<file path="src/hw/csp_pkg.sv">
// Constants for the clock selection and power mode controller.
// Assumes a 250 MHz system clock and an APB register port with 32-bit data.
//
// Operation
// - After reset the processor clock selection is the main crystal.
// - The PLL is fed by the main crystal and gives typically 160 MHz.
// - Processor clock sources: main crystal, PLL output or internal 8 MHz oscillator.
// - Selected processor clock passes undivided or through a programmable divider.
// - Real-time clock sources: 32 kHz crystal, crystal/4, RC, 8 MHz, 31.25 kHz.
// - The crystal-derived real-time source is the main crystal divided by four.
// - The 31.25 kHz source is the 8 MHz oscillator divided by 256.
// - Modem-sleep keeps the processor clocked while baseband and radio are off.
// - Light-sleep pauses the processor; wakes on MAC, host, timer or external event.
// - Deep-sleep powers only real-time memory and peripherals; coprocessor stays usable.
// - Hibernation stops 8 MHz oscillator, coprocessor and recovery memory.
// - Hibernation ends only on the real-time timer or real-time pins.
// - A low power-up input forces the powered-off state.
// - With wireless enabled the device alternates between active and modem-sleep.
// - In modem-sleep the processor clock scales with load and peripheral use.
// - Deep-sleep with coprocessor powered keeps pin and two-wire peripherals running.
// - Sensor-monitored deep-sleep runs the converter at a 1% duty cycle.

package csp_pkg;

    // Register byte offsets
    localparam logic [11:0] CSP_CLK_CTRL_OFS = 12'h000;
    localparam logic [11:0] CSP_CPU_DIV_OFS = 12'h004;
    localparam logic [11:0] CSP_PWR_CTRL_OFS = 12'h008;
    localparam logic [11:0] CSP_STATUS_OFS = 12'h00c;

    // Clock control fields
    localparam int CSP_CPU_SEL_LSB = 0;
    localparam int CSP_CPU_DIV_EN_BIT = 2;
    localparam int CSP_RTC_SEL_LSB = 4;
    localparam int CSP_AUTO_SCALE_BIT = 8;

    // Power control fields
    localparam int CSP_SLEEP_MODE_LSB = 0;
    localparam int CSP_SLEEP_GO_BIT = 3;
    localparam int CSP_COPROC_ON_BIT = 4;
    localparam int CSP_SENSOR_PAT_BIT = 5;

    // Status fields
    localparam int CSP_ST_STATE_LSB = 0;
    localparam int CSP_ST_CPU_SEL_LSB = 8;
    localparam int CSP_ST_RTC_SEL_LSB = 12;
    localparam int CSP_ST_CPU_BUSY_BIT = 16;
    localparam int CSP_ST_RTC_BUSY_BIT = 17;

    // Processor clock sources
    localparam logic [1:0] CSP_CPU_XTAL = 2'h0;
    localparam logic [1:0] CSP_CPU_PLL = 2'h1;
    localparam logic [1:0] CSP_CPU_OSC8M = 2'h2;
    localparam int CSP_CPU_NSRC = 3;

    // Real-time clock sources
    localparam logic [2:0] CSP_RTC_XTAL32K = 3'h0;
    localparam logic [2:0] CSP_RTC_XTAL_DIV4 = 3'h1;
    localparam logic [2:0] CSP_RTC_RC = 3'h2;
    localparam logic [2:0] CSP_RTC_OSC8M = 3'h3;
    localparam logic [2:0] CSP_RTC_OSC_DIV256 = 3'h4;
    localparam int CSP_RTC_NSRC = 5;

    // Sleep request codes
    localparam logic [2:0] CSP_SLEEP_LIGHT = 3'h1;
    localparam logic [2:0] CSP_SLEEP_DEEP = 3'h2;
    localparam logic [2:0] CSP_SLEEP_HIBER = 3'h3;

    // Reset values
    localparam logic [1:0] CSP_CPU_SEL_RST = CSP_CPU_XTAL;
    localparam logic [2:0] CSP_RTC_SEL_RST = CSP_RTC_RC;
    localparam logic [7:0] CSP_CPU_DIV_RST = 8'h01;

    // Frequencies and ratios
    localparam int CSP_PLL_OUT_MHZ = 160;
    localparam int CSP_OSC_MHZ = 8;
    localparam int CSP_XTAL_DIV = 4;
    localparam int CSP_OSC_DIV = 256;
    localparam int CSP_XTAL_HALF = CSP_XTAL_DIV / 2;
    localparam int CSP_OSC_HALF = CSP_OSC_DIV / 2;
    localparam int CSP_DUTY_PERCENT = 1;
    localparam int CSP_DUTY_PERIOD = 100 / CSP_DUTY_PERCENT;

    // Power states
    typedef enum logic [5:0] {
        CSP_ST_OFF = 6'b000001,
        CSP_ST_ACTIVE = 6'b000010,
        CSP_ST_MODEM = 6'b000100,
        CSP_ST_LIGHT = 6'b001000,
        CSP_ST_DEEP = 6'b010000,
        CSP_ST_HIBER = 6'b100000
    } csp_state_type;

endpackage : csp_pkg

</file>
<file path="src/hw/csp_clock_power.sv">
// Clock source selection, dividers and power state sequencer with APB registers.
// Assumes clock source levels arrive as pins and are sampled on sys_clk.
`timescale 1ns/10ps
`default_nettype none

// Glitch-free source switch: gate low on current source, release on new one
module csp_glitch_mux
    import csp_pkg::*;
#(
    parameter int N = 3,
    parameter int SW = 2,
    parameter logic [SW-1:0] RST_SEL = '0
)
(
    input wire logic sys_clk,
    input wire logic resetn,
    input wire logic clkEn,
    input wire logic [N-1:0] srcLevel,
    input wire logic [SW-1:0] selReq,
    output logic clkOut,
    output logic [SW-1:0] selActive,
    output logic busy
);
    logic gated_q;
    logic gated_d;
    logic [SW-1:0] sel_q;
    logic [SW-1:0] sel_d;
    logic out_q;
    wire selValid = (32'(selReq) < N);
    wire pending = selValid && (selReq != sel_q);
    wire curLow = ~srcLevel[sel_q];
    wire newLow = ~srcLevel[selReq];

    // Gate while the current source sits low, hand over while the new one sits low
    always_comb
    begin
        gated_d = gated_q;
        sel_d = sel_q;
        if (!gated_q && pending && curLow)
            gated_d = 1'b1;
        else if (gated_q && newLow)
        begin
            gated_d = 1'b0;
            sel_d = selReq;
        end
    end

    always_ff @(posedge sys_clk or negedge resetn)
    begin
        if (!resetn)
        begin
            gated_q <= 1'b0;
            sel_q <= RST_SEL;
            out_q <= 1'b0;
        end
        else if (clkEn)
        begin
            gated_q <= gated_d;
            sel_q <= sel_d;
            out_q <= ~gated_d & srcLevel[sel_d];
        end
    end

    assign clkOut = out_q;
    assign selActive = sel_q;
    assign busy = gated_q | pending;
endmodule : csp_glitch_mux

module csp_clock_power
    import csp_pkg::*;
#(
    parameter int ADDR_W = 12,
    parameter int NSYNC = 8
)
(
    input wire logic sys_clk,
    input wire logic resetn,
    input wire logic clkEn,
    input wire logic [ADDR_W-1:0] paddr,
    input wire logic psel,
    input wire logic penable,
    input wire logic pwrite,
    input wire logic [31:0] pwdata,
    output logic [31:0] prdata,
    output logic pready,
    output logic pslverr,
    input wire logic xtalClk,
    input wire logic pllClk,
    input wire logic oscClk,
    input wire logic xtal32kClk,
    input wire logic rcClk,
    input wire logic power_up_input,
    input wire logic extIntWake,
    input wire logic rtcGpioWake,
    input wire logic macWake,
    input wire logic hostWake,
    input wire logic rtcTimerWake,
    input wire logic coprocWake,
    input wire logic wirelessEn,
    input wire logic radioBusy,
    input wire logic cpuLoadHigh,
    input wire logic periphBusy,
    output logic cpuClk,
    output logic rtcClk,
    output logic pllEn,
    output logic osc8mEn,
    output logic radioPwr,
    output logic basebandEn,
    output logic cpuRun,
    output logic rtcMemPwr,
    output logic rtcPeriphPwr,
    output logic recoveryMemPwr,
    output logic sleep_coprocessor_en,
    output logic deepPeriphEn,
    output logic sensorAdcEn
);
    // Pin synchronisers, two flops each
    logic [NSYNC-1:0] pinIn;
    logic [NSYNC-1:0] sync1_q;
    logic [NSYNC-1:0] sync2_q;
    assign pinIn = {rtcGpioWake, extIntWake, power_up_input, rcClk, xtal32kClk, oscClk, pllClk, xtalClk};
    genvar gi;
    generate
        for (gi = 0; gi < NSYNC; gi++)
        begin : g_sync
            always_ff @(posedge sys_clk or negedge resetn)
            begin
                if (!resetn)
                begin
                    sync1_q[gi] <= 1'b0;
                    sync2_q[gi] <= 1'b0;
                end
                else if (clkEn)
                begin
                    sync1_q[gi] <= pinIn[gi];
                    sync2_q[gi] <= sync1_q[gi];
                end
            end
        end
    endgenerate
    wire xtalS = sync2_q[0];
    wire pllS = sync2_q[1];
    wire oscS = sync2_q[2];
    wire x32S = sync2_q[3];
    wire rcS = sync2_q[4];
    wire powerUpS = sync2_q[5];
    wire extIntS = sync2_q[6];
    wire rtcGpioS = sync2_q[7];

    // Registers
    logic [1:0] cpuSel_q;
    logic cpuDivEn_q;
    logic [2:0] rtcSel_q;
    logic autoScale_q;
    logic [7:0] cpuDiv_q;
    logic [2:0] sleepMode_q;
    logic coprocOn_q;
    logic sensorPat_q;
    logic sleepGo_q;
    logic ready_q;
    logic err_q;
    logic [31:0] rdata_q;
    csp_state_type state_q;
    csp_state_type state_d;

    // APB decode, answer one cycle after setup
    wire setup = psel && !penable && !ready_q;
    wire wrTake = psel && penable && ready_q && pwrite;
    wire hitClk = (paddr == ADDR_W'(CSP_CLK_CTRL_OFS));
    wire hitDiv = (paddr == ADDR_W'(CSP_CPU_DIV_OFS));
    wire hitPwr = (paddr == ADDR_W'(CSP_PWR_CTRL_OFS));
    wire hitSt = (paddr == ADDR_W'(CSP_STATUS_OFS));
    wire hitAny = hitClk || hitDiv || hitPwr || hitSt;
    wire badWr = pwrite && hitSt;
    logic [1:0] cpuAct;
    logic [2:0] rtcAct;
    logic cpuBusy;
    logic rtcBusy;
    logic [31:0] rdMux;
    always_comb
    begin
        rdMux = 32'h0;
        if (hitClk)
        begin
            rdMux[CSP_CPU_SEL_LSB +: 2] = cpuSel_q;
            rdMux[CSP_CPU_DIV_EN_BIT] = cpuDivEn_q;
            rdMux[CSP_RTC_SEL_LSB +: 3] = rtcSel_q;
            rdMux[CSP_AUTO_SCALE_BIT] = autoScale_q;
        end
        else if (hitDiv)
            rdMux[7:0] = cpuDiv_q;
        else if (hitPwr)
        begin
            rdMux[CSP_SLEEP_MODE_LSB +: 3] = sleepMode_q;
            rdMux[CSP_COPROC_ON_BIT] = coprocOn_q;
            rdMux[CSP_SENSOR_PAT_BIT] = sensorPat_q;
        end
        else if (hitSt)
        begin
            rdMux[CSP_ST_STATE_LSB +: 6] = state_q;
            rdMux[CSP_ST_CPU_SEL_LSB +: 2] = cpuAct;
            rdMux[CSP_ST_RTC_SEL_LSB +: 3] = rtcAct;
            rdMux[CSP_ST_CPU_BUSY_BIT] = cpuBusy;
            rdMux[CSP_ST_RTC_BUSY_BIT] = rtcBusy;
        end
    end

    // Bus handshake and register writes; sleep go is a one-cycle pulse
    always_ff @(posedge sys_clk or negedge resetn)
    begin
        if (!resetn)
        begin
            ready_q <= 1'b0;
            err_q <= 1'b0;
            rdata_q <= 32'h0;
            cpuSel_q <= CSP_CPU_SEL_RST;
            cpuDivEn_q <= 1'b0;
            rtcSel_q <= CSP_RTC_SEL_RST;
            autoScale_q <= 1'b0;
            cpuDiv_q <= CSP_CPU_DIV_RST;
            sleepMode_q <= 3'h0;
            coprocOn_q <= 1'b0;
            sensorPat_q <= 1'b0;
            sleepGo_q <= 1'b0;
        end
        else if (clkEn)
        begin
            ready_q <= setup;
            err_q <= setup && (!hitAny || badWr);
            rdata_q <= (setup && !pwrite) ? rdMux : 32'h0;
            sleepGo_q <= wrTake && hitPwr && pwdata[CSP_SLEEP_GO_BIT];
            if (wrTake && hitClk)
            begin
                cpuSel_q <= pwdata[CSP_CPU_SEL_LSB +: 2];
                cpuDivEn_q <= pwdata[CSP_CPU_DIV_EN_BIT];
                rtcSel_q <= pwdata[CSP_RTC_SEL_LSB +: 3];
                autoScale_q <= pwdata[CSP_AUTO_SCALE_BIT];
            end
            if (wrTake && hitDiv)
                cpuDiv_q <= (pwdata[7:0] == 8'h00) ? 8'h01 : pwdata[7:0];
            if (wrTake && hitPwr)
            begin
                sleepMode_q <= pwdata[CSP_SLEEP_MODE_LSB +: 3];
                coprocOn_q <= pwdata[CSP_COPROC_ON_BIT];
                sensorPat_q <= pwdata[CSP_SENSOR_PAT_BIT];
            end
        end
    end

    // Power state sequencer
    wire sleepLight = sleepGo_q && (sleepMode_q == CSP_SLEEP_LIGHT);
    wire sleepDeep = sleepGo_q && (sleepMode_q == CSP_SLEEP_DEEP);
    wire sleepHiber = sleepGo_q && (sleepMode_q == CSP_SLEEP_HIBER);
    wire lightWake = macWake || hostWake || rtcTimerWake || extIntS;
    wire deepWake = rtcTimerWake || extIntS || rtcGpioS || (coprocOn_q && coprocWake);
    wire hiberWake = rtcTimerWake || rtcGpioS;
    always_comb
    begin
        state_d = state_q;
        case (state_q)
            CSP_ST_OFF:
                if (powerUpS)
                    state_d = CSP_ST_ACTIVE;
            CSP_ST_ACTIVE, CSP_ST_MODEM:
                if (sleepLight)
                    state_d = CSP_ST_LIGHT;
                else if (sleepDeep)
                    state_d = CSP_ST_DEEP;
                else if (sleepHiber)
                    state_d = CSP_ST_HIBER;
                else if (wirelessEn && radioBusy)
                    state_d = CSP_ST_ACTIVE;
                else
                    state_d = CSP_ST_MODEM;
            CSP_ST_LIGHT:
                if (lightWake)
                    state_d = CSP_ST_ACTIVE;
            CSP_ST_DEEP:
                if (deepWake)
                    state_d = CSP_ST_ACTIVE;
            CSP_ST_HIBER:
                if (hiberWake)
                    state_d = CSP_ST_ACTIVE;
            default:
                state_d = CSP_ST_OFF;
        endcase
        if (!powerUpS)
            state_d = CSP_ST_OFF;
    end

    // Domain enables follow the next state, so they change with it
    wire nOff = (state_d == CSP_ST_OFF);
    wire nAct = (state_d == CSP_ST_ACTIVE);
    wire nModem = (state_d == CSP_ST_MODEM);
    wire nLight = (state_d == CSP_ST_LIGHT);
    wire nDeep = (state_d == CSP_ST_DEEP);
    wire nHiber = (state_d == CSP_ST_HIBER);
    always_ff @(posedge sys_clk or negedge resetn)
    begin
        if (!resetn)
        begin
            state_q <= CSP_ST_OFF;
            radioPwr <= 1'b0;
            basebandEn <= 1'b0;
            cpuRun <= 1'b0;
            pllEn <= 1'b0;
            osc8mEn <= 1'b0;
            rtcMemPwr <= 1'b0;
            rtcPeriphPwr <= 1'b0;
            recoveryMemPwr <= 1'b0;
            sleep_coprocessor_en <= 1'b0;
            deepPeriphEn <= 1'b0;
        end
        else if (clkEn)
        begin
            state_q <= state_d;
            radioPwr <= nAct;
            basebandEn <= nAct;
            cpuRun <= nAct || nModem;
            pllEn <= nAct || nModem;
            osc8mEn <= !nOff && !nHiber;
            rtcMemPwr <= !nOff;
            rtcPeriphPwr <= !nOff && !nHiber;
            recoveryMemPwr <= !nOff && !nHiber;
            sleep_coprocessor_en <= nAct || nModem || nLight || (nDeep && coprocOn_q);
            deepPeriphEn <= nDeep && coprocOn_q;
        end
    end

    // Fixed dividers: crystal by 4 and oscillator by 256
    logic xtalPrev_q;
    logic oscPrev_q;
    logic [1:0] xtalCnt_q;
    logic [7:0] oscCnt_q;
    logic xtalDiv4_q;
    logic oscDiv256_q;
    wire oscGated = oscS && osc8mEn; // Oscillator is dead while stopped
    wire xtalRise = xtalS && !xtalPrev_q;
    wire oscRise = oscGated && !oscPrev_q;
    wire xtalWrap = (32'(xtalCnt_q) == CSP_XTAL_HALF - 1);
    wire oscWrap = (32'(oscCnt_q) == CSP_OSC_HALF - 1);
    always_ff @(posedge sys_clk or negedge resetn)
    begin
        if (!resetn)
        begin
            xtalPrev_q <= 1'b0;
            oscPrev_q <= 1'b0;
            xtalCnt_q <= 2'h0;
            oscCnt_q <= 8'h00;
            xtalDiv4_q <= 1'b0;
            oscDiv256_q <= 1'b0;
        end
        else if (clkEn)
        begin
            xtalPrev_q <= xtalS;
            oscPrev_q <= oscGated;
            if (xtalRise)
            begin
                xtalCnt_q <= xtalWrap ? 2'h0 : xtalCnt_q + 2'h1;
                xtalDiv4_q <= xtalWrap ? ~xtalDiv4_q : xtalDiv4_q;
            end
            if (oscRise)
            begin
                oscCnt_q <= oscWrap ? 8'h00 : oscCnt_q + 8'h01;
                oscDiv256_q <= oscWrap ? ~oscDiv256_q : oscDiv256_q;
            end
        end
    end

    // Source selectors
    logic cpuMux;
    logic rtcMux;
    csp_glitch_mux #(.N(CSP_CPU_NSRC), .SW(2), .RST_SEL(CSP_CPU_SEL_RST)) u_cpu_mux (
        .sys_clk(sys_clk),
        .resetn(resetn),
        .clkEn(clkEn),
        .srcLevel({oscGated, pllS && pllEn, xtalS}),
        .selReq(cpuSel_q),
        .clkOut(cpuMux),
        .selActive(cpuAct),
        .busy(cpuBusy)
    );
    csp_glitch_mux #(.N(CSP_RTC_NSRC), .SW(3), .RST_SEL(CSP_RTC_SEL_RST)) u_rtc_mux (
        .sys_clk(sys_clk),
        .resetn(resetn),
        .clkEn(clkEn),
        .srcLevel({oscDiv256_q, oscGated, rcS, xtalDiv4_q, x32S}),
        .selReq(rtcSel_q),
        .clkOut(rtcMux),
        .selActive(rtcAct),
        .busy(rtcBusy)
    );

    // Processor divider; modem-sleep scaling, when idle, runs the divider at twice the count
    logic muxPrev_q;
    logic [8:0] divCnt_q;
    logic divOut_q;
    wire autoSlow = (state_q == CSP_ST_MODEM) && autoScale_q && !cpuLoadHigh && !periphBusy;
    wire divOn = cpuDivEn_q || autoSlow;
    wire [8:0] halfCnt = autoSlow ? {cpuDiv_q, 1'b0} : {1'b0, cpuDiv_q};
    wire muxRise = cpuMux && !muxPrev_q;
    wire divWrap = (divCnt_q >= halfCnt - 9'h001);
    always_ff @(posedge sys_clk or negedge resetn)
    begin
        if (!resetn)
        begin
            muxPrev_q <= 1'b0;
            divCnt_q <= 9'h000;
            divOut_q <= 1'b0;
            cpuClk <= 1'b0;
        end
        else if (clkEn)
        begin
            muxPrev_q <= cpuMux;
            if (muxRise)
            begin
                divCnt_q <= divWrap ? 9'h000 : divCnt_q + 9'h001;
                divOut_q <= divWrap ? ~divOut_q : divOut_q;
            end
            // Paused processor sees a steady low clock
            cpuClk <= cpuRun && (divOn ? divOut_q : cpuMux);
        end
    end

    // Real-time clock output and converter duty window
    logic rtcPrev_q;
    logic [6:0] dutyCnt_q;
    wire rtcRise = rtcMux && !rtcPrev_q;
    wire dutyWrap = (32'(dutyCnt_q) == CSP_DUTY_PERIOD - 1);
    always_ff @(posedge sys_clk or negedge resetn)
    begin
        if (!resetn)
        begin
            rtcPrev_q <= 1'b0;
            dutyCnt_q <= 7'h00;
            rtcClk <= 1'b0;
            sensorAdcEn <= 1'b0;
        end
        else if (clkEn)
        begin
            rtcPrev_q <= rtcMux;
            rtcClk <= rtcMux && !nOff;
            if (rtcRise)
                dutyCnt_q <= dutyWrap ? 7'h00 : dutyCnt_q + 7'h01;
            sensorAdcEn <= nDeep && coprocOn_q && sensorPat_q && (dutyCnt_q == 7'h00);
        end
    end

    assign prdata = rdata_q;
    assign pready = ready_q;
    assign pslverr = err_q;
endmodule : csp_clock_power

`default_nettype wire

</file>
<file path="config.mk">
export PLATFORM = sky130hd
export DESIGN_NAME = csp_clock_power
export DESIGN_NICKNAME = d
export VERILOG_FILES = /design/src/hw/csp_pkg.sv /design/src/hw/csp_clock_power.sv
export SDC_FILE = /design/constraint.sdc
export NUM_CORES = 1
export LEC_CHECK = 0
export ABC_AREA = 1
export BUFFER_PORTS_ARGS = -buffer_cell sky130_fd_sc_hd__buf_2
export CORE_UTILIZATION = 40
export CTS_CLUSTER_DIAMETER = 200
export DETAILED_ROUTE_END_ITERATION = 8
export PLACE_DENSITY = 0.64
export SLEW_MARGIN = 15
export SYNTH_ARGS = -nofsm -noshare
export SYNTH_HDL_FRONTEND = slang
export SYNTH_HIERARCHICAL = 1
export SYNTH_SLANG_ARGS = --single-unit
</file>
<file path="constraint.sdc">
create_clock -name sys_clk -period 3 [get_ports sys_clk]
set_input_delay 0.45 -clock sys_clk [delete_from_list [all_inputs] [get_ports sys_clk]]
set_output_delay 0.45 -clock sys_clk [all_outputs]
set_load 0.02 [all_outputs]
</file>
==> metrics.md <==
| Metric | Value |
|---|---|
| WP data arrival | `3.12 ns` |
| Setup violators final | `0` |
| Core Region | `15430 µm²` |
| # placed instances | `1095` |
| Crit Path Class | `reg2reg` |
| Number of flops mapped to enable cells by yosys | `0` |
| Initial core utilization | `41.62%` |
| Detailed-route wire length per cell | `13.13 µm` |
| Die X | `128.7 µm` |
| Final core utilization | `47.79%` |
| Share of the yosys chip area belonging to registers | `43.34%` |
| Clock buffer depth | `2` |
| WP data required | `3.29 ns` |
| Antenna Violating Nets Remaining | `0` |
| Area Overhead vs Synth | `14.83%` |
| Fin Clk Skew | `0.008546 ns` |
| Num CTS Buffers | `9` |
| Detail Placement HPWL | `10900 µm` |
| Crit path time final | `2.836 ns` |
| Setup slack after layout | `0.1642 ns` |
| Syn_area_per_cell | `7.869 µm²` |
| CTS Root Cell | `clkbuf_16` |
| Synth top area cells | `dfrtp_1, nand2_1, inv_1` |
| P per Cell Area | `551.0 nW/µm²` |
| Final Non-Filler Cells | `1116` |
| Place WS | `-0.009966 ns` |
| Hold-fix buffers, CTS | `0` |
| DIE HEIGHT | `128.7 µm` |
| Fin area | `7373 µm²` |
| Site row count | `45` |
| Hold Path Class | `in2async` |
| Worst-path clk slew | `0.08 ns` |
| Final Max Slew Viols | `0` |
| CTS tree | `built` |
| LEAKAGE | `3.953 nW` |
| IO Pins | `113` |
| Initial antenna violation count | `0` |
| H-tree Lvls | `3` |
| VDD IR max | `271.4 µV` |
| CTS sink count | `111` |
| Crit-path max FO | `7` |
| Final Hold Vio Count | `0` |
| Setup_tns | `0 ns` |
| Routability cong. | `0.9113` |
| DR vias | `5404` |
| ANT cells | `0` |
| Post-Syn Instances | `816` |
| Slew @ Worst Pin | `0.6001 ns` |
| Max Cap Viol | `0` |
| Critical path capture point type | `flip-flop` |
| Distinct cells, synth | `54` |
| Worst reg2reg startpoint | `state_q[1]` |
| Drt total wl | `14650 µm` |
| Yosys Warn Count | `6` |
| Critical path startpoint | `state_q[1]` |
| Clock latency on the worst-skew pair | `0.35 ns` |
| Total Power | `4.063 mW` |
| CP Launch Type | `flip-flop` |
| Share of cells above drive strength 1 | `19.12%` |
| Total Routing Usage GR | `18.66%` |
| Input/output buffers | `72` |
| Post-Syn Area | `6421 µm²` |
| Synth Flop Type | `dfrtp_1` |
| Placed cell area | `7002 µm²` |
| Synth async-reset ratio | `100.0%` |
| Final #Nets | `980` |
| Global-route wire length before repair | `24210 µm` |
| Worst reg2reg path depth | `19` |
| Status | `completed` |
| Pin count of the biggest net entering global routing | `44` |
| Worst hold slack | `0.07864 ns` |
| Synth area leader | `dfrtp_1` |
| Via/cell ratio | `4.842` |
| DR iter-0 viols | `318` |
| Via count of the first global-routing pass | `4923` |
| Die area | `16560 µm²` |
| Total gr overflow | `0` |
| Slew HR | `59.85%` |
| DR pass1 iterations | `4` |
| # DRC | `0` |
| Max frequency | `0.3526 GHz` |
| Synth top area share | `41.70%` |
| Synth Register Bits | `111` |
| Final period util | `94.53%` |
metal layers:
layer / share of wire, % / GRT usage, % / vias up
met1: 50 / 27.08 / 2499
met5: 0 / 0 / -
li1: - / - / 2757
met2: 44 / 28.33 / 138
met3: 5.4 / 4.116 / 10
met4: 0.84 / 4.291 / 0
path summary, 6_finish.rpt:
kind	to	slack, ns
setup reg to reg	divCnt_q[3]	0.16
max in group asynchronous	u_rtc_mux/selActive[1]	2.11
setup / recovery	divCnt_q[3]	0.16
min in group sys_clk	sync1_q[3]	0.29
hold reg to reg	sync1_q[4]	0.47
hold / removal	prdata[1]	0.08
kinds of logic (layout without fill, tap and decap cells):
kind of cell	after synthesis	after routing	share of synthesized area (%)
DFF	111	111	43.34
buffers and inverters	141	213	9.801
adders and majority gates	14	14	2.728
and+or+nand+nor	424	425	30.26
other	1	17	0.05840
AOI/OAI and AO/OA	99	99	9.899
muxes	10	10	1.734
xor gates and xnor gates	16	16	2.182
cell usage in the layout, fill, tap and decap left out, types with 4 or more instances in the layout:
cell type	count
nand2_2	13
nand4_1	12
nand3_1	50
o221ai_1	4
xor2_1	8
a21oi_1	18
ha_1	12
dfstp_2	4
nand3_2	6
inv_2	7
o21ai_1	7
buf_2	71
nor2_2	7
nand2_1	233
inv_1	99
nor2_4	7
clkbuf_16	9
dfrtp_1	107
conb_1	17
o21ai_0	33
buf_4	18
nand3b_1	4
o211ai_1	7
xnor2_1	8
nor3_1	11
o31ai_1	5
a32o_1	7
nor2_1	65
o21a_1	4
mux2i_1	7
sequential cells by signal (all words and copies together) (netlist names), 2 cells and up:
| name | cells |
|---|---|
| prdata | 15 |
| divCnt_q | 9 |
| cpuDiv_q | 8 |
| oscCnt_q | 8 |
| sync1_q | 8 |
| dutyCnt_q | 7 |
| state_q | 6 |
| rtcSel_q | 3 |
| sleepMode_q | 3 |
| u_rtc_mux/selActive | 3 |
| cpuSel_q | 2 |
| u_cpu_mux/selActive | 2 |
| xtalCnt_q | 2 |
final cells by class:
| type | instances | area (µm²) |
|---|---|---|
| Clock buffer | 10 | 229.0 |
| Clock inverter | 6 | 43.79 |
| Fill cell | 1563 | 8054 |
| Tap cell | 211 | 264.0 |
| Timing Repair Buffer | 91 | 521.8 |
| Inverter | 106 | 397.9 |
| Multi-Input combinational cell | 581 | 3134 |
| Sequential cell | 111 | 2783 |
power breakdown:
| group | switching [mW] | internal [mW] | total, mW |
|---|---|---|---|
| clock | 0.557 | 0.570 | 1.13 |
| combinational | 0.626 | 0.408 | 1.03 |
| sequential | 0.202 | 1.70 | 1.90 |
| total | 1.38 | 2.68 | 4.06 |
cells in the mapped netlist (2+ instances only):
master,number
a32o_1,7
buf_2,5
mux2_4,2
a31oi_1,2
clkbuf_1,5
a21oi_1,20
a211oi_1,2
nor4_1,2
xor2_1,8
o21ai_1,7
o21ai_2,2
dfstp_2,4
nor2_4,5
o31ai_1,5
nand3_1,50
o21a_1,4
dfrtp_1,107
o211ai_1,7
nand3_2,6
inv_1,100
buf_1,2
nand2_1,235
o221ai_1,4
nor3_1,11
nor3b_2,2
inv_2,6
o21ai_0,34
buf_6,2
buf_4,21
mux2i_1,7
xnor2_1,8
nand2_4,3
nand4_1,12
nor2_2,6
nor3_2,2
ha_1,14
nand3b_1,4
nand2_2,10
nor2_1,68
worst max-delay path, stage by stage, from the launching register on:
cell and delay, ns:
dfrtp_1 0.44, nor2_4 0.16, nand3_2 0.12, inv_2 0.13, nand2_4 0.09, buf_4 0.15, nand2_2 0.05, nand2_2 0.07
nand2_2 0.09, nand2_1 0.09, nor2_4 0.11, xor2_1 0.17, ha_1 0.29, a21oi_2 0.13, o21ai_0 0.09, nand2_1 0.06
nand4_1 0.14, nand2_2 0.19, o21ai_0 0.10, nor2_1 0.08
repair_timing:
action	in CTS	in global routing
buffers inserted	0	4
resized for setup	0	15
endpoints found under the setup margin	0	10
No activity file was read; power rests on OpenSTA's default activity.
